<file path="src/wm_consts.svh">
// Offsets, field positions, reset values and timing constants of the wireless mode controller.
`ifndef WM_CONSTS_SVH
`define WM_CONSTS_SVH

`define WM_CLK_HZ 50000000
`define WM_TICK_US 1000
`define WM_TICK_CYC (`WM_CLK_HZ / 1000000 * `WM_TICK_US)

`define WM_SESSION_MIN 5
`define WM_REFRESH_MIN 2
`define WM_RETRY_MIN 1
`define WM_SOLID_S 2
`define WM_IDLE_S 4
`define WM_FLASH_MS 100
`define WM_DB_MS 20
`define WM_MAX_STA 8
`define WM_TW 19

`define WM_OFS_CTRL 12'h000
`define WM_OFS_STA_ADDR 12'h004
`define WM_OFS_STATUS 12'h008
`define WM_OFS_NET_ADDR 12'h00c

`define WM_CTRL_MODE_LSB 0
`define WM_CTRL_PW_BIT 3
`define WM_CTRL_APPLY_BIT 8

`define WM_MODE_RESET 3'h2
`define WM_LL_PREFIX 16'ha9fe
`define WM_LL_LOW 16'h0001

`endif

</file>
<file path="src/wm_pkg.sv">
// Types shared by the wireless mode controller and its submodules.
`default_nettype none
package wm_pkg;

	typedef enum logic [2:0] {
		MODE_JOIN = 3'b000,
		MODE_HOST = 3'b001,
		MODE_OFF_JOIN = 3'b010,
		MODE_OFF_HOST = 3'b011,
		MODE_JOIN_HOST = 3'b100,
		MODE_DISABLE = 3'b101
	} mode_t;

	typedef enum logic [2:0] {
		ST_OFF = 3'b000,
		ST_JOIN_TRY = 3'b001,
		ST_JOINED = 3'b010,
		ST_JOIN_WAIT = 3'b011,
		ST_HOST_TRY = 3'b100,
		ST_HOSTING = 3'b101,
		ST_HOST_WAIT = 3'b110,
		ST_DISABLED = 3'b111
	} state_t;

	typedef struct packed {
		logic joined;
		logic created;
		logic failed;
		logic activity;
		logic tx;
		logic rx;
		logic dhcp_ok;
		logic dhcp_fail;
	} radio_evt_t;

	typedef struct packed {
		logic power;
		logic join_req;
		logic host_req;
		logic wpa2;
		logic default_name;
		logic use_dhcp;
		logic traffic_en;
		logic sta_accept;
	} radio_ctl_t;

endpackage
`default_nettype wire

</file>
<file path="src/wm_debounce.sv">
// Button synchroniser and debouncer giving one pulse per press.
`default_nettype none
`include "wm_consts.svh"
module wm_debounce #(
	parameter int unsigned DB_MS = `WM_DB_MS
) (
	input wire logic sys_clk_i,
	input wire logic rst_i,
	input wire logic tick_i,
	input wire logic button_n_i,
	output logic press_o
);
	logic sync1_reg;
	logic sync2_reg;
	logic stable_reg;
	logic [7:0] cnt_reg;

	always_ff @(posedge sys_clk_i or posedge rst_i) begin
		if (rst_i) begin
			sync1_reg <= 1'b0;
			sync2_reg <= 1'b0;
		end else begin
			sync1_reg <= ~button_n_i;
			sync2_reg <= sync1_reg;
		end
	end

	// A level must hold for the whole debounce time before it is accepted.
	always_ff @(posedge sys_clk_i or posedge rst_i) begin
		if (rst_i) begin
			stable_reg <= 1'b0;
			cnt_reg <= 8'h00;
			press_o <= 1'b0;
		end else begin
			press_o <= 1'b0;
			if (sync2_reg == stable_reg) begin
				cnt_reg <= 8'h00;
			end else if (tick_i) begin
				if (cnt_reg == 8'(DB_MS - 1)) begin
					cnt_reg <= 8'h00;
					stable_reg <= sync2_reg;
					press_o <= sync2_reg; // [RULE22]
				end else begin
					cnt_reg <= cnt_reg + 8'h01;
				end
			end
		end
	end
endmodule
`default_nettype wire

</file>
<file path="src/wm_timer.sv">
// Millisecond down counter with load, extend-to-minimum and expiry pulse.
`default_nettype none
`include "wm_consts.svh"
module wm_timer #(
	parameter int unsigned W = `WM_TW
) (
	input wire logic sys_clk_i,
	input wire logic rst_i,
	input wire logic tick_i,
	input wire logic load_i,
	input wire logic [W-1:0] load_val_i,
	input wire logic ext_i,
	input wire logic [W-1:0] ext_val_i,
	output logic [W-1:0] count_o,
	output logic done_o
);
	always_ff @(posedge sys_clk_i or posedge rst_i) begin
		if (rst_i) begin
			count_o <= '0;
			done_o <= 1'b0;
		end else begin
			done_o <= 1'b0;
			if (load_i) begin
				count_o <= load_val_i;
			end else if (ext_i && count_o != '0 && count_o < ext_val_i) begin
				count_o <= ext_val_i;
			end else if (tick_i && count_o != '0) begin
				count_o <= count_o - W'(1);
				done_o <= (count_o == W'(1));
			end
		end
	end
endmodule
`default_nettype wire

</file>
<file path="src/wireless_ctrl.sv">
// Wireless radio mode controller with button, timeouts, retry, status LED and APB registers.
// What this block does
// RULE1: Join mode scans and joins; on failure powers down and retries each minute.
// RULE2: Button presses are ignored in permanent join and permanent host modes.
// RULE3: Permanent join: solid green joining, green flashes joined, red flashes awaiting retry.
// RULE4: Host mode creates the named network and accepts at most eight stations.
// RULE5: Hosted network uses WPA2 when a password is set, otherwise open.
// RULE6: Host modes show solid amber while creating and amber flashes while hosting.
// RULE7: Normally-off join powers and joins on a press; timeout or press powers off.
// RULE8: Normally-off sessions last five minutes; each sent message extends to two minutes.
// RULE9: Normally-off host starts hosting on a press; timeout or press shuts radio.
// RULE10: Normally-off modes turn the LED off when the radio loses power.
// RULE11: Join-then-host: press hosts an open default-named network; timeout or press rejoins.
// RULE12: Temporary hosting lasts five minutes; each received message extends to two minutes.
// RULE13: No traffic on the joined network while the temporary network is hosted.
// RULE14: Join-then-host shows green join indications, then amber after a press.
// RULE15: Disable mode turns off wireless and removes radio power.
// RULE16: LED is off on low supply, when disabled, or while awaiting retry; here join mode flashes red while awaiting retry.
// RULE17: LED is solidly lit for two seconds while joining or creating.
// RULE18: Once connected, LED flashes on activity and every four seconds when idle.
// RULE19: Reset selects normally-off join mode.
// RULE20: All-zero station address selects DHCP; the result is reported in status.
// RULE21: Without a DHCP answer a link-local address is reported.
// RULE22: The button is debounced into one event per press.
// RULE23: Six modes use a three-bit field, taking effect only on apply.
//
// Chosen here: the APB interface to the registers and the register addresses.
`default_nettype none
`include "wm_consts.svh"
module wireless_ctrl #(
	parameter int unsigned TICK_CYC = `WM_TICK_CYC,
	parameter int unsigned SESSION_MS = `WM_SESSION_MIN * 60000,
	parameter int unsigned REFRESH_MS = `WM_REFRESH_MIN * 60000,
	parameter int unsigned RETRY_MS = `WM_RETRY_MIN * 60000,
	parameter int unsigned SOLID_MS = `WM_SOLID_S * 1000,
	parameter int unsigned IDLE_MS = `WM_IDLE_S * 1000,
	parameter int unsigned FLASH_MS = `WM_FLASH_MS,
	parameter int unsigned DB_MS = `WM_DB_MS,
	parameter int unsigned MAX_STA = `WM_MAX_STA
) (
	input wire logic sys_clk_i,
	input wire logic rst_i,
	input wire logic psel_i,
	input wire logic penable_i,
	input wire logic pwrite_i,
	input wire logic [11:0] paddr_i,
	input wire logic [31:0] pwdata_i,
	output logic [31:0] prdata_o,
	output logic pready_o,
	output logic pslverr_o,
	input wire logic button_n_i,
	input wire logic supply_ok_i,
	input wire wm_pkg::radio_evt_t radio_evt_i,
	input wire logic [3:0] sta_count_i,
	input wire logic [31:0] dhcp_addr_i,
	output wm_pkg::radio_ctl_t radio_ctl_o,
	output logic led_green_o,
	output logic led_red_o
);
	localparam int TW = `WM_TW;

	logic [15:0] div_reg;
	logic tick_reg;
	logic press;
	logic sup1_reg;
	logic sup2_reg;

	logic [2:0] mode_pend_reg;
	logic pw_reg;
	logic [31:0] sta_addr_reg;
	logic [31:0] net_addr_reg;
	wm_pkg::mode_t mode_reg;
	wm_pkg::state_t state_reg;
	wm_pkg::state_t state_next;
	logic temp_reg;
	logic temp_next;
	logic apply;
	logic wr_en;
	logic rd_en;

	logic press_ok;
	logic sess_load;
	logic [TW-1:0] sess_val;
	logic sess_ext;
	logic [TW-1:0] sess_cnt;
	logic sess_done;
	logic retry_load;
	logic [TW-1:0] retry_cnt;
	logic retry_done;

	logic [TW-1:0] solid_reg;
	logic [TW-1:0] idle_reg;
	logic [TW-1:0] flash_reg;
	logic trying_next;
	logic trying_now;
	logic flash_on;
	logic host_side;
	logic green_next;
	logic red_next;

	// Millisecond enable pulse.
	always_ff @(posedge sys_clk_i or posedge rst_i) begin
		if (rst_i) begin
			div_reg <= 16'h0000;
			tick_reg <= 1'b0;
		end else begin
			tick_reg <= (div_reg == 16'(TICK_CYC - 1));
			if (div_reg == 16'(TICK_CYC - 1)) begin
				div_reg <= 16'h0000;
			end else begin
				div_reg <= div_reg + 16'h0001;
			end
		end
	end

	always_ff @(posedge sys_clk_i or posedge rst_i) begin
		if (rst_i) begin
			sup1_reg <= 1'b0;
			sup2_reg <= 1'b0;
		end else begin
			sup1_reg <= supply_ok_i;
			sup2_reg <= sup1_reg;
		end
	end

	wm_debounce #(
		.DB_MS(DB_MS)
	) u_debounce (
		.sys_clk_i(sys_clk_i),
		.rst_i(rst_i),
		.tick_i(tick_reg),
		.button_n_i(button_n_i),
		.press_o(press)
	);

	// APB slave with one wait state: pready rises in the second access cycle.
	assign wr_en = psel_i & penable_i & pready_o & pwrite_i;
	assign rd_en = psel_i & penable_i & ~pready_o & ~pwrite_i;
	assign apply = wr_en & (paddr_i == `WM_OFS_CTRL) & pwdata_i[`WM_CTRL_APPLY_BIT];

	always_ff @(posedge sys_clk_i or posedge rst_i) begin
		if (rst_i) begin
			pready_o <= 1'b0;
			pslverr_o <= 1'b0;
			prdata_o <= 32'h00000000;
		end else begin
			pready_o <= psel_i & penable_i & ~pready_o;
			pslverr_o <= psel_i & penable_i & ~pready_o &
				(paddr_i[11:4] != 8'h00 || paddr_i[1:0] != 2'b00);
			if (rd_en) begin
				case (paddr_i)
					`WM_OFS_CTRL: prdata_o <= {28'h0000000, pw_reg, mode_pend_reg};
					`WM_OFS_STA_ADDR: prdata_o <= sta_addr_reg;
					`WM_OFS_STATUS: prdata_o <= {16'h0000, (sta_addr_reg == 32'h00000000),
						mode_reg, sta_count_i, temp_reg, led_red_o, led_green_o,
						radio_ctl_o.power, 1'b0, state_reg};
					`WM_OFS_NET_ADDR: prdata_o <= net_addr_reg;
					default: prdata_o <= 32'h00000000;
				endcase
			end
		end
	end

	always_ff @(posedge sys_clk_i or posedge rst_i) begin
		if (rst_i) begin
			mode_pend_reg <= `WM_MODE_RESET; // [RULE19]
			pw_reg <= 1'b0;
			sta_addr_reg <= 32'h00000000;
		end else if (wr_en) begin
			if (paddr_i == `WM_OFS_CTRL) begin
				mode_pend_reg <= pwdata_i[`WM_CTRL_MODE_LSB +: 3];
				pw_reg <= pwdata_i[`WM_CTRL_PW_BIT];
			end
			if (paddr_i == `WM_OFS_STA_ADDR) begin
				sta_addr_reg <= pwdata_i;
			end
		end
	end

	// The active mode changes only on apply; unknown codes fall back to disable.
	always_ff @(posedge sys_clk_i or posedge rst_i) begin
		if (rst_i) begin
			mode_reg <= wm_pkg::MODE_OFF_JOIN; // [RULE19]
		end else if (apply) begin
			if (mode_pend_reg > 3'h5) begin
				mode_reg <= wm_pkg::MODE_DISABLE;
			end else begin
				mode_reg <= wm_pkg::mode_t'(mode_pend_reg); // [RULE23]
			end
		end
	end

	// Reported network address: static, DHCP result, or link-local fallback.
	always_ff @(posedge sys_clk_i or posedge rst_i) begin
		if (rst_i) begin
			net_addr_reg <= 32'h00000000;
		end else if (sta_addr_reg != 32'h00000000) begin
			net_addr_reg <= sta_addr_reg;
		end else if (radio_evt_i.dhcp_ok) begin
			net_addr_reg <= dhcp_addr_i; // [RULE20]
		end else if (radio_evt_i.dhcp_fail) begin
			net_addr_reg <= {`WM_LL_PREFIX, `WM_LL_LOW}; // [RULE21]
		end
	end

	assign press_ok = press & (mode_reg == wm_pkg::MODE_OFF_JOIN ||
		mode_reg == wm_pkg::MODE_OFF_HOST || mode_reg == wm_pkg::MODE_JOIN_HOST); // [RULE2]

	// Mode sequencing. Priority: apply, button, session timeout, radio progress.
	always_comb begin
		state_next = state_reg;
		temp_next = temp_reg;
		sess_load = 1'b0;
		sess_val = TW'(SESSION_MS);
		case (state_reg)
			wm_pkg::ST_JOIN_TRY: begin
				if (radio_evt_i.joined) begin
					state_next = wm_pkg::ST_JOINED;
				end else if (radio_evt_i.failed) begin
					state_next = wm_pkg::ST_JOIN_WAIT; // [RULE1]
				end
			end
			wm_pkg::ST_HOST_TRY: begin
				if (radio_evt_i.created) begin
					state_next = wm_pkg::ST_HOSTING;
				end else if (radio_evt_i.failed) begin
					state_next = wm_pkg::ST_HOST_WAIT;
				end
			end
			wm_pkg::ST_JOIN_WAIT: begin
				if (retry_done) begin
					state_next = wm_pkg::ST_JOIN_TRY; // [RULE1]
				end
			end
			wm_pkg::ST_HOST_WAIT: begin
				if (retry_done) begin
					state_next = wm_pkg::ST_HOST_TRY;
				end
			end
			default: begin
			end
		endcase
		if (apply) begin
			temp_next = 1'b0;
			sess_load = 1'b1;
			sess_val = '0;
			case (mode_pend_reg)
				3'h0, 3'h4: state_next = wm_pkg::ST_JOIN_TRY;
				3'h1: state_next = wm_pkg::ST_HOST_TRY;
				3'h2, 3'h3: state_next = wm_pkg::ST_OFF;
				default: state_next = wm_pkg::ST_DISABLED; // [RULE15]
			endcase
		end else if (press_ok) begin
			sess_load = 1'b1;
			if (mode_reg == wm_pkg::MODE_JOIN_HOST) begin
				if (temp_reg) begin
					temp_next = 1'b0;
					sess_val = '0;
					state_next = wm_pkg::ST_JOIN_TRY; // [RULE11]
				end else begin
					temp_next = 1'b1;
					state_next = wm_pkg::ST_HOST_TRY; // [RULE11] [RULE13]
				end
			end else if (state_reg == wm_pkg::ST_OFF) begin
				if (mode_reg == wm_pkg::MODE_OFF_HOST) begin
					state_next = wm_pkg::ST_HOST_TRY; // [RULE9]
				end else begin
					state_next = wm_pkg::ST_JOIN_TRY; // [RULE7]
				end
			end else begin
				sess_val = '0;
				state_next = wm_pkg::ST_OFF; // [RULE7] [RULE9]
			end
		end else if (sess_done) begin
			if (mode_reg == wm_pkg::MODE_JOIN_HOST) begin
				temp_next = 1'b0;
				state_next = wm_pkg::ST_JOIN_TRY; // [RULE11]
			end else if (mode_reg == wm_pkg::MODE_OFF_JOIN || mode_reg == wm_pkg::MODE_OFF_HOST) begin
				state_next = wm_pkg::ST_OFF; // [RULE7] [RULE9]
			end
		end
	end

	always_ff @(posedge sys_clk_i or posedge rst_i) begin
		if (rst_i) begin
			state_reg <= wm_pkg::ST_OFF;
			temp_reg <= 1'b0;
		end else begin
			state_reg <= state_next;
			temp_reg <= temp_next;
		end
	end

	// Session timeout: sent traffic refreshes normally-off, received traffic refreshes temporary hosting.
	assign sess_ext = ((mode_reg == wm_pkg::MODE_OFF_JOIN || mode_reg == wm_pkg::MODE_OFF_HOST) &
		radio_evt_i.tx) | (temp_reg & radio_evt_i.rx); // [RULE8] [RULE12]

	wm_timer #(
		.W(TW)
	) u_session (
		.sys_clk_i(sys_clk_i),
		.rst_i(rst_i),
		.tick_i(tick_reg),
		.load_i(sess_load),
		.load_val_i(sess_val),
		.ext_i(sess_ext),
		.ext_val_i(TW'(REFRESH_MS)),
		.count_o(sess_cnt),
		.done_o(sess_done)
	);

	assign retry_load = (state_next == wm_pkg::ST_JOIN_WAIT || state_next == wm_pkg::ST_HOST_WAIT) &&
		state_next != state_reg;

	wm_timer #(
		.W(TW)
	) u_retry (
		.sys_clk_i(sys_clk_i),
		.rst_i(rst_i),
		.tick_i(tick_reg),
		.load_i(retry_load),
		.load_val_i(TW'(RETRY_MS)),
		.ext_i(1'b0),
		.ext_val_i('0),
		.count_o(retry_cnt),
		.done_o(retry_done)
	);

	// Radio control; the wait states keep the radio in low power.
	always_ff @(posedge sys_clk_i or posedge rst_i) begin
		if (rst_i) begin
			radio_ctl_o <= '0;
		end else begin
			radio_ctl_o.power <= (state_reg == wm_pkg::ST_JOIN_TRY || state_reg == wm_pkg::ST_JOINED ||
				state_reg == wm_pkg::ST_HOST_TRY || state_reg == wm_pkg::ST_HOSTING); // [RULE15] [RULE1]
			radio_ctl_o.join_req <= (state_reg == wm_pkg::ST_JOIN_TRY || state_reg == wm_pkg::ST_JOINED);
			radio_ctl_o.host_req <= (state_reg == wm_pkg::ST_HOST_TRY || state_reg == wm_pkg::ST_HOSTING);
			radio_ctl_o.wpa2 <= pw_reg & ~temp_reg; // [RULE5] [RULE11]
			radio_ctl_o.default_name <= temp_reg; // [RULE11]
			radio_ctl_o.use_dhcp <= (sta_addr_reg == 32'h00000000); // [RULE20]
			radio_ctl_o.traffic_en <= (state_reg == wm_pkg::ST_JOINED) & ~temp_reg; // [RULE13]
			radio_ctl_o.sta_accept <= (state_reg == wm_pkg::ST_HOSTING) &
				(sta_count_i < 4'(MAX_STA)); // [RULE4]
		end
	end

	// LED timing: solid hold after a try starts, flash on activity or after four idle seconds.
	assign trying_next = (state_next == wm_pkg::ST_JOIN_TRY || state_next == wm_pkg::ST_HOST_TRY);
	assign trying_now = (state_reg == wm_pkg::ST_JOIN_TRY || state_reg == wm_pkg::ST_HOST_TRY);

	always_ff @(posedge sys_clk_i or posedge rst_i) begin
		if (rst_i) begin
			solid_reg <= '0;
		end else if (trying_next && !trying_now) begin
			solid_reg <= TW'(SOLID_MS); // [RULE17]
		end else if (tick_reg && solid_reg != '0) begin
			solid_reg <= solid_reg - TW'(1);
		end
	end

	always_ff @(posedge sys_clk_i or posedge rst_i) begin
		if (rst_i) begin
			idle_reg <= '0;
			flash_reg <= '0;
		end else if (radio_evt_i.activity || (tick_reg && idle_reg == TW'(IDLE_MS - 1))) begin
			idle_reg <= '0;
			flash_reg <= TW'(FLASH_MS); // [RULE18]
		end else if (tick_reg) begin
			idle_reg <= idle_reg + TW'(1);
			if (flash_reg != '0) begin
				flash_reg <= flash_reg - TW'(1);
			end
		end
	end

	assign flash_on = (flash_reg != '0);
	assign host_side = (state_reg == wm_pkg::ST_HOST_TRY || state_reg == wm_pkg::ST_HOSTING);

	always_comb begin
		green_next = 1'b0;
		red_next = 1'b0;
		if (sup2_reg) begin
			case (state_reg)
				wm_pkg::ST_JOIN_TRY, wm_pkg::ST_HOST_TRY: begin
					green_next = 1'b1; // [RULE3] [RULE17]
					red_next = host_side; // [RULE6] [RULE14]
				end
				wm_pkg::ST_JOINED, wm_pkg::ST_HOSTING: begin
					green_next = (solid_reg != '0) | flash_on; // [RULE18]
					red_next = host_side & ((solid_reg != '0) | flash_on); // [RULE6] [RULE14]
				end
				wm_pkg::ST_JOIN_WAIT: begin
					red_next = (mode_reg == wm_pkg::MODE_JOIN) & flash_on; // [RULE3] [RULE16]
				end
				default: begin
				end
			endcase
		end
	end

	// Off on low supply, and whenever the radio is unpowered except for the red retry flashes of join mode.
	always_ff @(posedge sys_clk_i or posedge rst_i) begin
		if (rst_i) begin
			led_green_o <= 1'b0;
			led_red_o <= 1'b0;
		end else begin
			led_green_o <= green_next; // [RULE10] [RULE16]
			led_red_o <= red_next;
		end
	end
endmodule
`default_nettype wire

</file>
<file path="config.mk">
export PLATFORM = sky130hd
export DESIGN_NAME = wireless_ctrl
export DESIGN_NICKNAME = d
export VERILOG_FILES = /design/src/wm_pkg.sv /design/src/wm_debounce.sv /design/src/wm_timer.sv /design/src/wireless_ctrl.sv
export VERILOG_INCLUDE_DIRS = /design/src
export SDC_FILE = /design/constraint.sdc
export NUM_CORES = 1
export LEC_CHECK = 0
export BUFFER_PORTS_ARGS = -buffer_cell sky130_fd_sc_hd__buf_2
export CAP_MARGIN = 20
export CORE_ASPECT_RATIO = 0.8
export CORE_MARGIN = 5
export CORE_UTILIZATION = 53
export CTS_CLUSTER_SIZE = 40
export DETAILED_ROUTE_END_ITERATION = 12
export GPL_TIMING_DRIVEN = 0
export PLACE_DENSITY = 0.74
export SLEW_MARGIN = 5
export SYNTH_ARGS = -nofsm -noshare
export SYNTH_HDL_FRONTEND = slang
export SYNTH_SLANG_ARGS = --single-unit
</file>
<file path="constraint.sdc">
create_clock -name sys_clk_i -period 7.2 [get_ports sys_clk_i]
set_input_delay 0.72 -clock sys_clk_i [delete_from_list [all_inputs] [get_ports sys_clk_i]]
set_output_delay 0.72 -clock sys_clk_i [all_outputs]
set_load 0.02 [all_outputs]
</file>
==> metrics.md, run 1 <==
| Metric | Value |
|---|---|
| Core ar. | `roughly 0.023 mm2` |
| Cell Pwr Density | `a little under 200 mW/mm2` |
| Total die area | `0.02604 mm2` |
| Nets | `~1.5k` |
| Vias in the first global route | `9,610` |
| Clock tree buffer depth | `3` |
| Worst hold path type | `input pin to async pin` |
| Maxcap violations | `0` |
| Setup violators final | `0` |
| Maximum vdd drop | `0.0001425 V` |
| Share of cells above drive strength 1 | `0.1818` |
| H-tree depth | `1` |
| Initial core utilization | `0.5393` |
| Final setup skew | `about 0.022 ns` |
| GRT Overall Usage | `0.2286` |
| Relative max-transition margin | `0.3917` |
| TritonCTS clock tree | `built` |
| Routed vias | `between 9k and 10k` |
| Total power | `2.801 mW` |
| R2R depth | `7` |
| Clock tree sinks | `around 250` |
| Worst slew pin tran | `between 0.9 and 1 ns` |
| Leak pwr | `6.259 nW` |
| PortBufs | `between 100 and 150` |
| Avg Cell Area, Syn | `9.898 um2` |
| Crit path from | `paddr_i[1]` |
| FFs w/ async S/R, synth | `1.000` |
| Post-Place Setup Slack | `around 3.6 ns` |
| CTS Hold Bufs | `0` |
| 1st-iter DRT viols | `about 900` |
| Seq/Total Area, Yosys | `0.5095` |
| CP Launch Type | `input pin` |
| Period Utilization, post-route | `0.4356` |
| Worst Path Required | `7.61 ns` |
| CP Class | `input pin to register` |
| Reg clk slew, reported paths | `approximately 0.060 ns` |
| RR Startpoint | `flash_reg[7]` |
| Num CTS Buffers | `25` |
| WL final | `a little over 30 mm` |
| DIE WIDTH | `between 150 and 200 um` |
| Residual DRC count | `0` |
| Core Rows | `49` |
| Ys Warns | `0` |
| Total grt overflow | `0` |
| Number of flops mapped to enable cells by yosys | `0` |
| Fin crit period | `3.136 ns` |
| Crit path DAT | `around 3.5 ns` |
| IO Pins | `139` |
| Yosys reg bits | `about 250` |
| Critical path endpoint category | `register` |
| First-pass GRT wire length | `approximately 50 mm` |
| Top FF cell, synth | `dfrtp_1` |
| RePlAce Congestion | `just over 0.9` |
| Final slew viol count | `0` |
| Critical-path maximum fanout | `10` |
| Drt via density | `5.755` |
| Final worst setup slack | `around 4 ns` |
| Synth cell types | `73` |
| Post-cts resize count | `0` |
| DRT Pass-1 Iters | `6` |
| Post-Syn Nets | `between 1k and 1.5k` |
| Initial antenna violation count | `1` |
| DRT antenna net count | `0` |
| RSZ-0062 raised after global routing | `no` |
| Layout area overhead | `16.43%` |
| Largest net degree at the start of global routing | `40` |
| Clock Latency Late Sink | `around 0.52 ns` |
| Post-detail-place hpwl | `around 22 mm` |
| Clock root buffer | `clkbuf_16` |
| Setup TNS | `0 ns` |
| Achievable clock frequency | `around 320 MHz` |
| Final hold vios | `0` |
| Reg-to-reg endpoint | `led_red_o` |
| Status | `completed` |
| Setup Fix Bufs, Post-CTS | `0` |
| Post-Synthesis Cells | `~1.2k` |
| DR WL/cell | `roughly 18 um` |
| Chip height | `145.3 um` |
| Mapped Area | `0.01214 mm2` |
| Worst R2R Setup Slack | `roughly 4 ns` |
[through the flow]
step	hold WS [ns]	area, um2	util	std cells
floorplan	0.3312	12140	-	1226
global placement	0.3333	13200	0.5868	1668
detailed placement	0.3347	13340	0.5930	1675
CTS	0.1606	14130	0.6279	1720
global route	0.1669	14130	0.6280	1721
finish	0.1693	14130	0.6280	1721
[kinds of logic after synthesis]
| logic type | after synthesis | share of synthesized area |
|---|---|---|
| buf+inv | 86 | 0.02773 |
| compound gates | 253 | 0.1341 |
| flops | 247 | 0.5095 |
| xor+xnor | 82 | 0.05918 |
| mux | 53 | 0.04867 |
| fa+ha+maj | 12 | 0.01237 |
| simple gates | 493 | 0.2084 |
[synthesized netlist by cell type (all sizes together), types with 23 or more instances]
library cell,instances,area (um2)
nand3,35,175.2
xor2,40,350.3
inv,24,90.09
xnor2,42,367.9
nor3b,23,172.7
a22oi,30,225.2
o21bai,32,240.2
or3,25,156.4
o21ai,63,315.3
nor4,27,187.7
mux2,48,540.5
clkbuf,51,192.7
nor3,32,165.2
nor2,133,499.2
a21oi,67,339.1
dfrtp,245,6131
nand2,102,382.9
[layout by cell type (no fill, tap or decap), types with 31 or more instances in the layout]
cell	synthesis	routed
buf_2	4	140
nand2_1	102	102
mux2_2	48	48
a21oi_1	66	66
xor2_1	40	40
o21ai_0	61	61
nand3_1	35	35
o21bai_1	32	32
dfrtp_1	245	245
xnor2_1	42	42
clkbuf_1	50	56
nor3_1	31	31
nor2_1	133	133
[how the worst max path moves through the flow]
stage	end	slack, ns
3_3_place_gp	flash_reg[7]	1.72
3_5_place_dp	sta_addr_reg[4]	3.58
6_report	sta_addr_reg[0]	4.06
5_1_grt	sta_addr_reg[0]	3.87
4_1_cts	sta_addr_reg[0]	4.12
2_1_floorplan	div_reg[0]	3.24
[critical path, stage by stage]
cell and delay [ns]:
buf_2 0.11, nor4_1 0.37, nand4_1 0.48, nor3b_1 0.44, nor2b_1 0.17, clkbuf_1 0.40
buf_1 0.45, mux2_2 0.39
[metal layers]
metal / up-vias / routed length [um] / track usage / part of all wire
li1: 4706 / - / - / -
met1: 4836 / 14690 / 0.3708 / 0.49
met2: 311 / 12840 / 0.3219 / 0.42
met3: 51 / 2142 / 0.03896 / 0.071
met4: 0 / 595 / 0.04682 / 0.020
met5: - / 0 / 0 / 0
[layout make-up]
cell class / instances / area [um2]
clock buffers: 35 / 703.2
flip-flops and latches: 247 / 6183
repair buffers: 143 / 820.8
clock inverters: 10 / 81.33
well taps: 306 / 382.9
diodes: 1 / 2.502
fillers: 1875 / 8371
plain buffers: 62 / 246.5
multi-input cells: 893 / 5615
inverters: 24 / 93.84
[power breakdown]
part           switching (mW)  leakage (nW)  total, mW  internal, mW
registers              0.0106          3.21       1.41          1.40
clock network           0.539         0.390       1.26         0.717
logic                  0.0868          2.66      0.135        0.0486
(Power assumes the default switching activity.)
==> run 2: changes to the inputs <==
Clock period 7.2 ns to 2.7 ns, I/O delays scaled along.
==> run 2 against run 1 <==
  * Worst hold slack got worse by 0.15 ns
  * Cell count up 2.3%
  * Die area unchanged
  * Non-clock buffer count rose by 40
  * Power grew to 2.7 times the previous value
  * Highest routed layer unchanged
  * Setup slack lost 4.0 ns
  * Largest power group unchanged
  * Design area up 3.8%
  * Combinational power grew to 3.0 times the previous value
  * Register-to-register slack got worse by 4.0 ns
==> metrics.md, run 2 (synthesis gave the netlist of run 1 again) <==
| Metric | Value |
|---|---|
| Status | `completed` |
| Initial antenna violation count | `0 (-1)` |
| Vias in the first global route | `9,899 (+3.0%)` |
| Worst Path Required | `3.09 ns (-4.52 ns)` |
| Post-Place Setup Slack | `-0.4676 ns (-4.050 ns)` |
| Maxcap violations | `0 (unchanged)` |
| WL final | `31.08 mm (+2.7%)` |
| 1st-iter DRT viols | `886 (-1.3%)` |
| Achievable clock frequency | `379.2 MHz` |
| Total grt overflow | `0 (unchanged)` |
| Critical-path maximum fanout | `10 (unchanged)` |
| Relative max-transition margin | `0.3920 (about the same)` |
| Fin crit period | `2.637 ns` |
| DRT Pass-1 Iters | `5 (-1)` |
| Layout area overhead | `20.86%` |
| Residual DRC count | `0 (unchanged)` |
| CP max stage cell | `dfstp_2` |
| Final slew viol count | `0 (unchanged)` |
| Final hold vios | `0 (unchanged)` |
| Non-Filler Instances | `1,760 (+2.3%)` |
| Largest net degree at the start of global routing | `40 (unchanged)` |
| Setup violators final | `0 (unchanged)` |
| PortBufs | `136 (unchanged)` |
| CP Launch Type | `register` |
| TritonCTS clock tree | `built` |
| Critical-path cell list | `or3b_4, a21oi_2, or3_1, and2b_1, xnor2_1, or4_4, buf_6, buf_6, and3_1` |
| Finished Core Util | `0.6518 (+0.02386)` |
| DRT antenna net count | `0 (unchanged)` |
| Core Rows | `49 (unchanged)` |
| Placed cell count | `1,675 (unchanged)` |
| First-pass GRT wire length | `50.79 mm (+2.4%)` |
| Cell repeated most along the worst path | `buf_6` |
| Most common cell after layout, fill and taps aside | `dfrtp_1` |
| Drt via density | `5.739 (-0.27%)` |
| Worst slew pin tran | `0.9101 ns (-0.0004438 ns)` |
| Critical path endpoint category | `register` |
| Cell Pwr Density | `512.2 mW/mm2 (+160%)` |
| IO Pins | `139 (unchanged)` |
| Clock tree buffer depth | `3 (unchanged)` |
| Period Utilization, post-route | `0.9768` |
| Ant. Diodes | `0 (-1)` |
| Final worst setup slack | `0.06269 ns (-4.001 ns)` |
| Nets | `1,543 (+2.7%)` |
| Clock root buffer | `clkbuf_16` |
| Leak pwr | `6.478 nW (+3.5%)` |
| DR WL/cell | `17.66 um (+0.43%)` |
| GRT Overall Usage | `0.2342 (+0.005641)` |
| Reg clk slew, reported paths | `0.06 ns (about the same)` |
| Chip height | `145.3 um (unchanged)` |
| Initial core utilization | `0.5393 (unchanged)` |
| Post-detail-place hpwl | `21.96 mm (unchanged)` |
| Most frequent cells in the layout | `dfrtp_1, buf_2, nor2_1` |
| Crit path DAT | `3.03 ns (-0.51 ns)` |
| Share of cells above drive strength 1 | `0.2022 (+0.02045)` |
| H-tree depth | `1 (unchanged)` |
| Final setup skew | `0.02389 ns (+0.002368 ns)` |
| Clock tree sinks | `247 (unchanged)` |
| Routed vias | `10.10k (+2.0%)` |
| DIE WIDTH | `179.2 um (unchanged)` |
| Fill cells | `1,799 (-4.1%)` |
| Worst stage delay on the critical path | `0.57 ns (+0.09 ns)` |
| Num CTS Buffers | `25 (unchanged)` |
| Clock Latency Late Sink | `0.52 ns (about the same)` |
| Worst hold path type | `input pin to register` |
| RePlAce Congestion | `0.9282 (unchanged)` |
| Core ar. | `0.02250 mm2 (unchanged)` |
| CP Class | `register to register` |
| Maximum vdd drop | `0.0003848 V (+170%)` |
| Total die area | `0.02604 mm2 (unchanged)` |
==> run 2: through the flow <==
stage	hold WS (ns)	area [um2]	power (mW)	setup TNS, ns
after global placement	0.3333	13200	4.158	-580.78
after global routing	0.006476	14670	7.791	-0.003562
final	0.01497	14670	7.513	0
after floorplan	0.3014	12140	4.011	-199.46
after CTS	0.0009046	14540	7.559	-0.0005427
after detailed placement	0.2517	13340	4.189	-19.58
==> run 2: area by class of cell <==
cell class,instances,area [um2],area share
Buffer,61,259.0,0.01766
Clock buffer,35,703.2,0.04794
Clock inverter,10,81.33,0.005545
Inverter,24,93.84,0.006398
Multi-Input combinational cell,893,5751,0.3921
Sequential cell,247,6187,0.4219
Tap cell,306,382.9,0.02610
Timing Repair Buffer,184,1209,0.08241
==> run 2: repair_timing <==
item                       4_1_cts  5_1_grt
hold endpoints to repair        44        0
hold buffers                    32        0
resized for setup               15       26
setup buffers                    3        6
pin swaps                        1        6
setup endpoints to repair       41       94
==> run 2: final timing paths <==
path	from	to	slack, ns	cells past startpoint
min reg2reg	u_debounce.sync1_reg	u_debounce.sync2_reg	0.35	0
max reg2reg	mode_reg[1]	solid_reg[3]	0.06	9
min in group asynchronous	rst_i	sta_addr_reg[26]	0.27	3
min	pwdata_i[29]	sta_addr_reg[29]	0.01	2
max in group asynchronous	rst_i	idle_reg[1]	1.42	6
max	mode_reg[1]	solid_reg[3]	0.06	9
==> run 2: layer usage <==
layer	vias up	track usage	part of all wire
met5	-	0	0
met4	0	0.04872	0.020
met3	59	0.04338	0.072
met2	316	0.3357	0.44
met1	4950	0.3721	0.47
li1	4776	-	-
==> run 2: report_power, final <==
group          internal [mW]  total [mW]  leakage, nW  switching, mW
sequential              3.73        3.76         3.20         0.0297
clock                   1.91        3.35        0.390           1.44
combinational          0.161       0.402         2.88          0.241
total                   5.80        7.51         6.48           1.71
==> run 2: worst max-delay path: cells and delay by family (launching register included) <==
| kind | cells | cell delay, ns |
|---|---|---|
| AOI/OAI and AO/OA | 1 | 0.09 |
| xor gates and xnor gates | 1 | 0.15 |
| buffers and inverters | 2 | 0.28 |
| DFF | 1 | 0.57 |
| and+or+nand+nor | 5 | 1.39 |
==> run 3: changes to the inputs <==
Settings changed: BUFFER_PORTS_ARGS -buffer_cell sky130_fd_sc_hd__buf_2 to unset, CORE_UTILIZATION 53 to 58, DONT_BUFFER_PORTS set to 1.
==> run 3 against run 2 <==
  * Clock power is 15% higher
  * Design area is 1.1% lower
  * Clock skew decreased by 0.011 ns
  * First-iteration DRC count increased by 2.1%
  * Sequential share of layout area up 0.48 points
  * Count of clock-buffer cells in the layout unchanged
==> metrics.md, run 3 (synthesis gave the netlist of run 1 again) <==
| Metric | Value |
|---|---|
| TritonCTS clock tree | `built` |
| Final hold vios | `0 (unchanged)` |
| Num CTS Buffers | `25 (unchanged)` |
| Worst R2R Setup Slack | `0.05 ns (-0.02 ns)` |
| Final setup skew | `0.01250 ns (-0.01139 ns)` |
| Relative max-transition margin | `0.4128 (+0.02079)` |
| Reg clk slew, reported paths | `0.07 ns (about the same)` |
| R2R depth | `9 (unchanged)` |
| Initial core utilization | `0.5879 (+0.04858)` |
| Fill cells | `1,503 (-16%)` |
| RR Startpoint | `state_reg[1]` |
| Clock tree buffer depth | `3 (unchanged)` |
| Seq pwr share | `0.472 (-0.029)` |
| Area taken by multi-input logic gates | `0.005794 mm2 (+0.76%)` |
| DR WL/cell | `19.13 um (+8.3%)` |
| Internal power | `6.272 mW (+8.1%)` |
| Worst slew pin tran | `0.8789 ns (-0.03112 ns)` |
| Reg-to-reg endpoint | `solid_reg[3]` |
| Total grt overflow | `0 (unchanged)` |
| Share of cells above drive strength 1 | `0.1239 (-0.07831)` |
| Critical path endpoint category | `register` |
| PortBufs | `0 (-100%)` |
| Clock tree sinks | `247 (unchanged)` |
| Fin crit period | `2.654 ns (+0.01657 ns)` |
| Worst hold path type | `input pin to register` |
| Worst setup path end | `solid_reg[3]` |
| Register area | `0.006186 mm2 (about the same)` |
| Core Rows | `47 (-4.1%)` |
| DIE WIDTH | `171.7 um (-4.2%)` |
| Nets | `1,445 (-6.4%)` |
| Setup violators final | `0 (unchanged)` |
| Residual DRC count | `0 (unchanged)` |
| CP Launch Type | `register` |
| Placed cell count | `1,502 (-10%)` |
| RePlAce Congestion | `0.9028 (-2.7%)` |
| Clock share of power | `0.483 (+0.037)` |
| Clock Latency Late Sink | `0.52 ns (about the same)` |
| Most common cell after layout, fill and taps aside | `dfrtp_1` |
| DRT antenna net count | `0 (unchanged)` |
| Drt via density | `6.069 (+5.7%)` |
| DRT Pass-1 Iters | `6 (+1)` |
| Crit path from | `state_reg[1]` |
| Chip height | `139.4 um (-4.1%)` |
| Initial antenna violation count | `1 (+1)` |
| Clock root buffer | `clkbuf_16` |
| Total power | `7.991 mW (+6.4%)` |
| Non-Filler Instances | `1,626 (-7.6%)` |
| Maxcap violations | `0 (unchanged)` |
| Layout area overhead | `19.49%` |
| Achievable clock frequency | `376.8 MHz (-0.62%)` |
| IO Pins | `139 (unchanged)` |
| Final slew viol count | `0 (unchanged)` |
| Comb power frac | `0.045 (-0.008)` |
| GRT Overall Usage | `0.2577 (+0.02355)` |
| Total die area | `0.02393 mm2 (-8.1%)` |
| Maximum vdd drop | `0.0005987 V (+56%)` |
| 1st-iter DRT viols | `905 (+2.1%)` |
| WL final | `31.10 mm (about the same)` |
| H-tree depth | `1 (unchanged)` |
| Crit path DAT | `3.06 ns (+0.03 ns)` |
| Routed vias | `9,868 (-2.3%)` |
| First-pass GRT wire length | `50.78 mm (about the same)` |
| Vias in the first global route | `9,680 (-2.2%)` |
| Largest net degree at the start of global routing | `39 (-2.5%)` |
| CP Class | `register to register` |
| Worst Path Required | `3.10 ns (about the same)` |
| Status | `completed` |
| Critical-path maximum fanout | `10 (unchanged)` |
| Net Switching | `1.719 mW (+0.62%)` |
| Sw frac | `0.2151 (-0.01229)` |
| Leak pwr | `6.116 nW (-5.6%)` |
| Period Utilization, post-route | `0.9829 (+0.006139)` |
| Cell Pwr Density | `551.1 mW/mm2 (+7.6%)` |
| Most frequent cells in the layout | `dfrtp_1, nor2_1, nand2_1` |
| Post-detail-place hpwl | `21.31 mm (-2.9%)` |
| Core ar. | `0.02064 mm2 (-8.3%)` |
-- run 3: critical path, stage by stage, from the launching register on --
cell and delay [ns]:
dfrtp_1 0.43, or3_1 0.43, a211oi_2 0.17, o22a_1 0.20
and2b_1 0.22, xnor2_2 0.15, or4_4 0.52, buf_6 0.15
buf_6 0.13, and3_1 0.14
-- run 3: area by class of cell --
type	count	share of cell area
tap	269	0.02321
clock inverter	10	0.01277
multi-input combinational	893	0.3996
inverter	24	0.006472
timing repair buffer	85	0.06161
sequential	247	0.4266
buffer	62	0.01829
clock buffer	35	0.05126
antenna	1	0.0001726
-- run 3: power groups by stage --
| stage | logic, mW | registers (mW) | clock network [mW] |
|---|---|---|---|
| after floorplan | 0.182 | 3.83 | 0 |
| after global placement | 0.240 | 3.84 | 0 |
| after detailed placement | 0.270 | 3.83 | 0 |
| after CTS | 0.356 | 3.77 | 3.92 |
| after global routing | 0.399 | 3.77 | 4.08 |
| final | 0.358 | 3.77 | 3.86 |
-- run 3: how the worst min path moves through the flow --
stage,start,end,slack (ns),cells after the start
after floorplan,supply_ok_i,sup1_reg,0.30,0
after CTS,sta_count_i[0],prdata_o[8],0.01,2
after detailed placement,rst_i,sta_addr_reg[28],0.21,1
final,sta_count_i[2],prdata_o[10],0.03,2
after global placement,supply_ok_i,sup1_reg,0.30,0
after global routing,dhcp_addr_i[2],net_addr_reg[2],0.04,3
-- run 3: timing repair --
item | CTS | global route
buffers inserted | 3 | 6
cloned | 0 | 1
hold endpoints to repair | 91 | 0
resized for setup | 19 | 34
hold buffers | 68 | 0
pin swaps | 3 | 7
endpoints found under the setup margin | 45 | 88
-- run 3: per-stage QoR --
step / hold slack [ns] / cell area [um2] / setup TNS, ns / setup WS [ns] / utilization
3_3_place_gp: 0.3015 / 12480 / -531.84 / -2.138 / 0.6044
4_1_cts: 0.01390 / 14330 / 0 / 0.001694 / 0.6942
5_1_grt: 0.03617 / 14500 / -0.2221 / -0.04633 / 0.7025
2_1_floorplan: 0.3014 / 12140 / -199.46 / -0.8141 / -
3_5_place_dp: 0.2059 / 12620 / -12.48 / -0.2942 / 0.6112
6_report: 0.02692 / 14500 / 0 / 0.04612 / 0.7025
-- run 3: per-layer routing --
metal / GRT usage / wire (um) / vias to the layer above
li1: - / - / 4585
met1: 0.3969 / 14160 / 4811
met2: 0.3793 / 13640 / 399
met3: 0.05274 / 2546 / 73
met4: 0.05627 / 746 / 0
met5: 0 / 0 / -
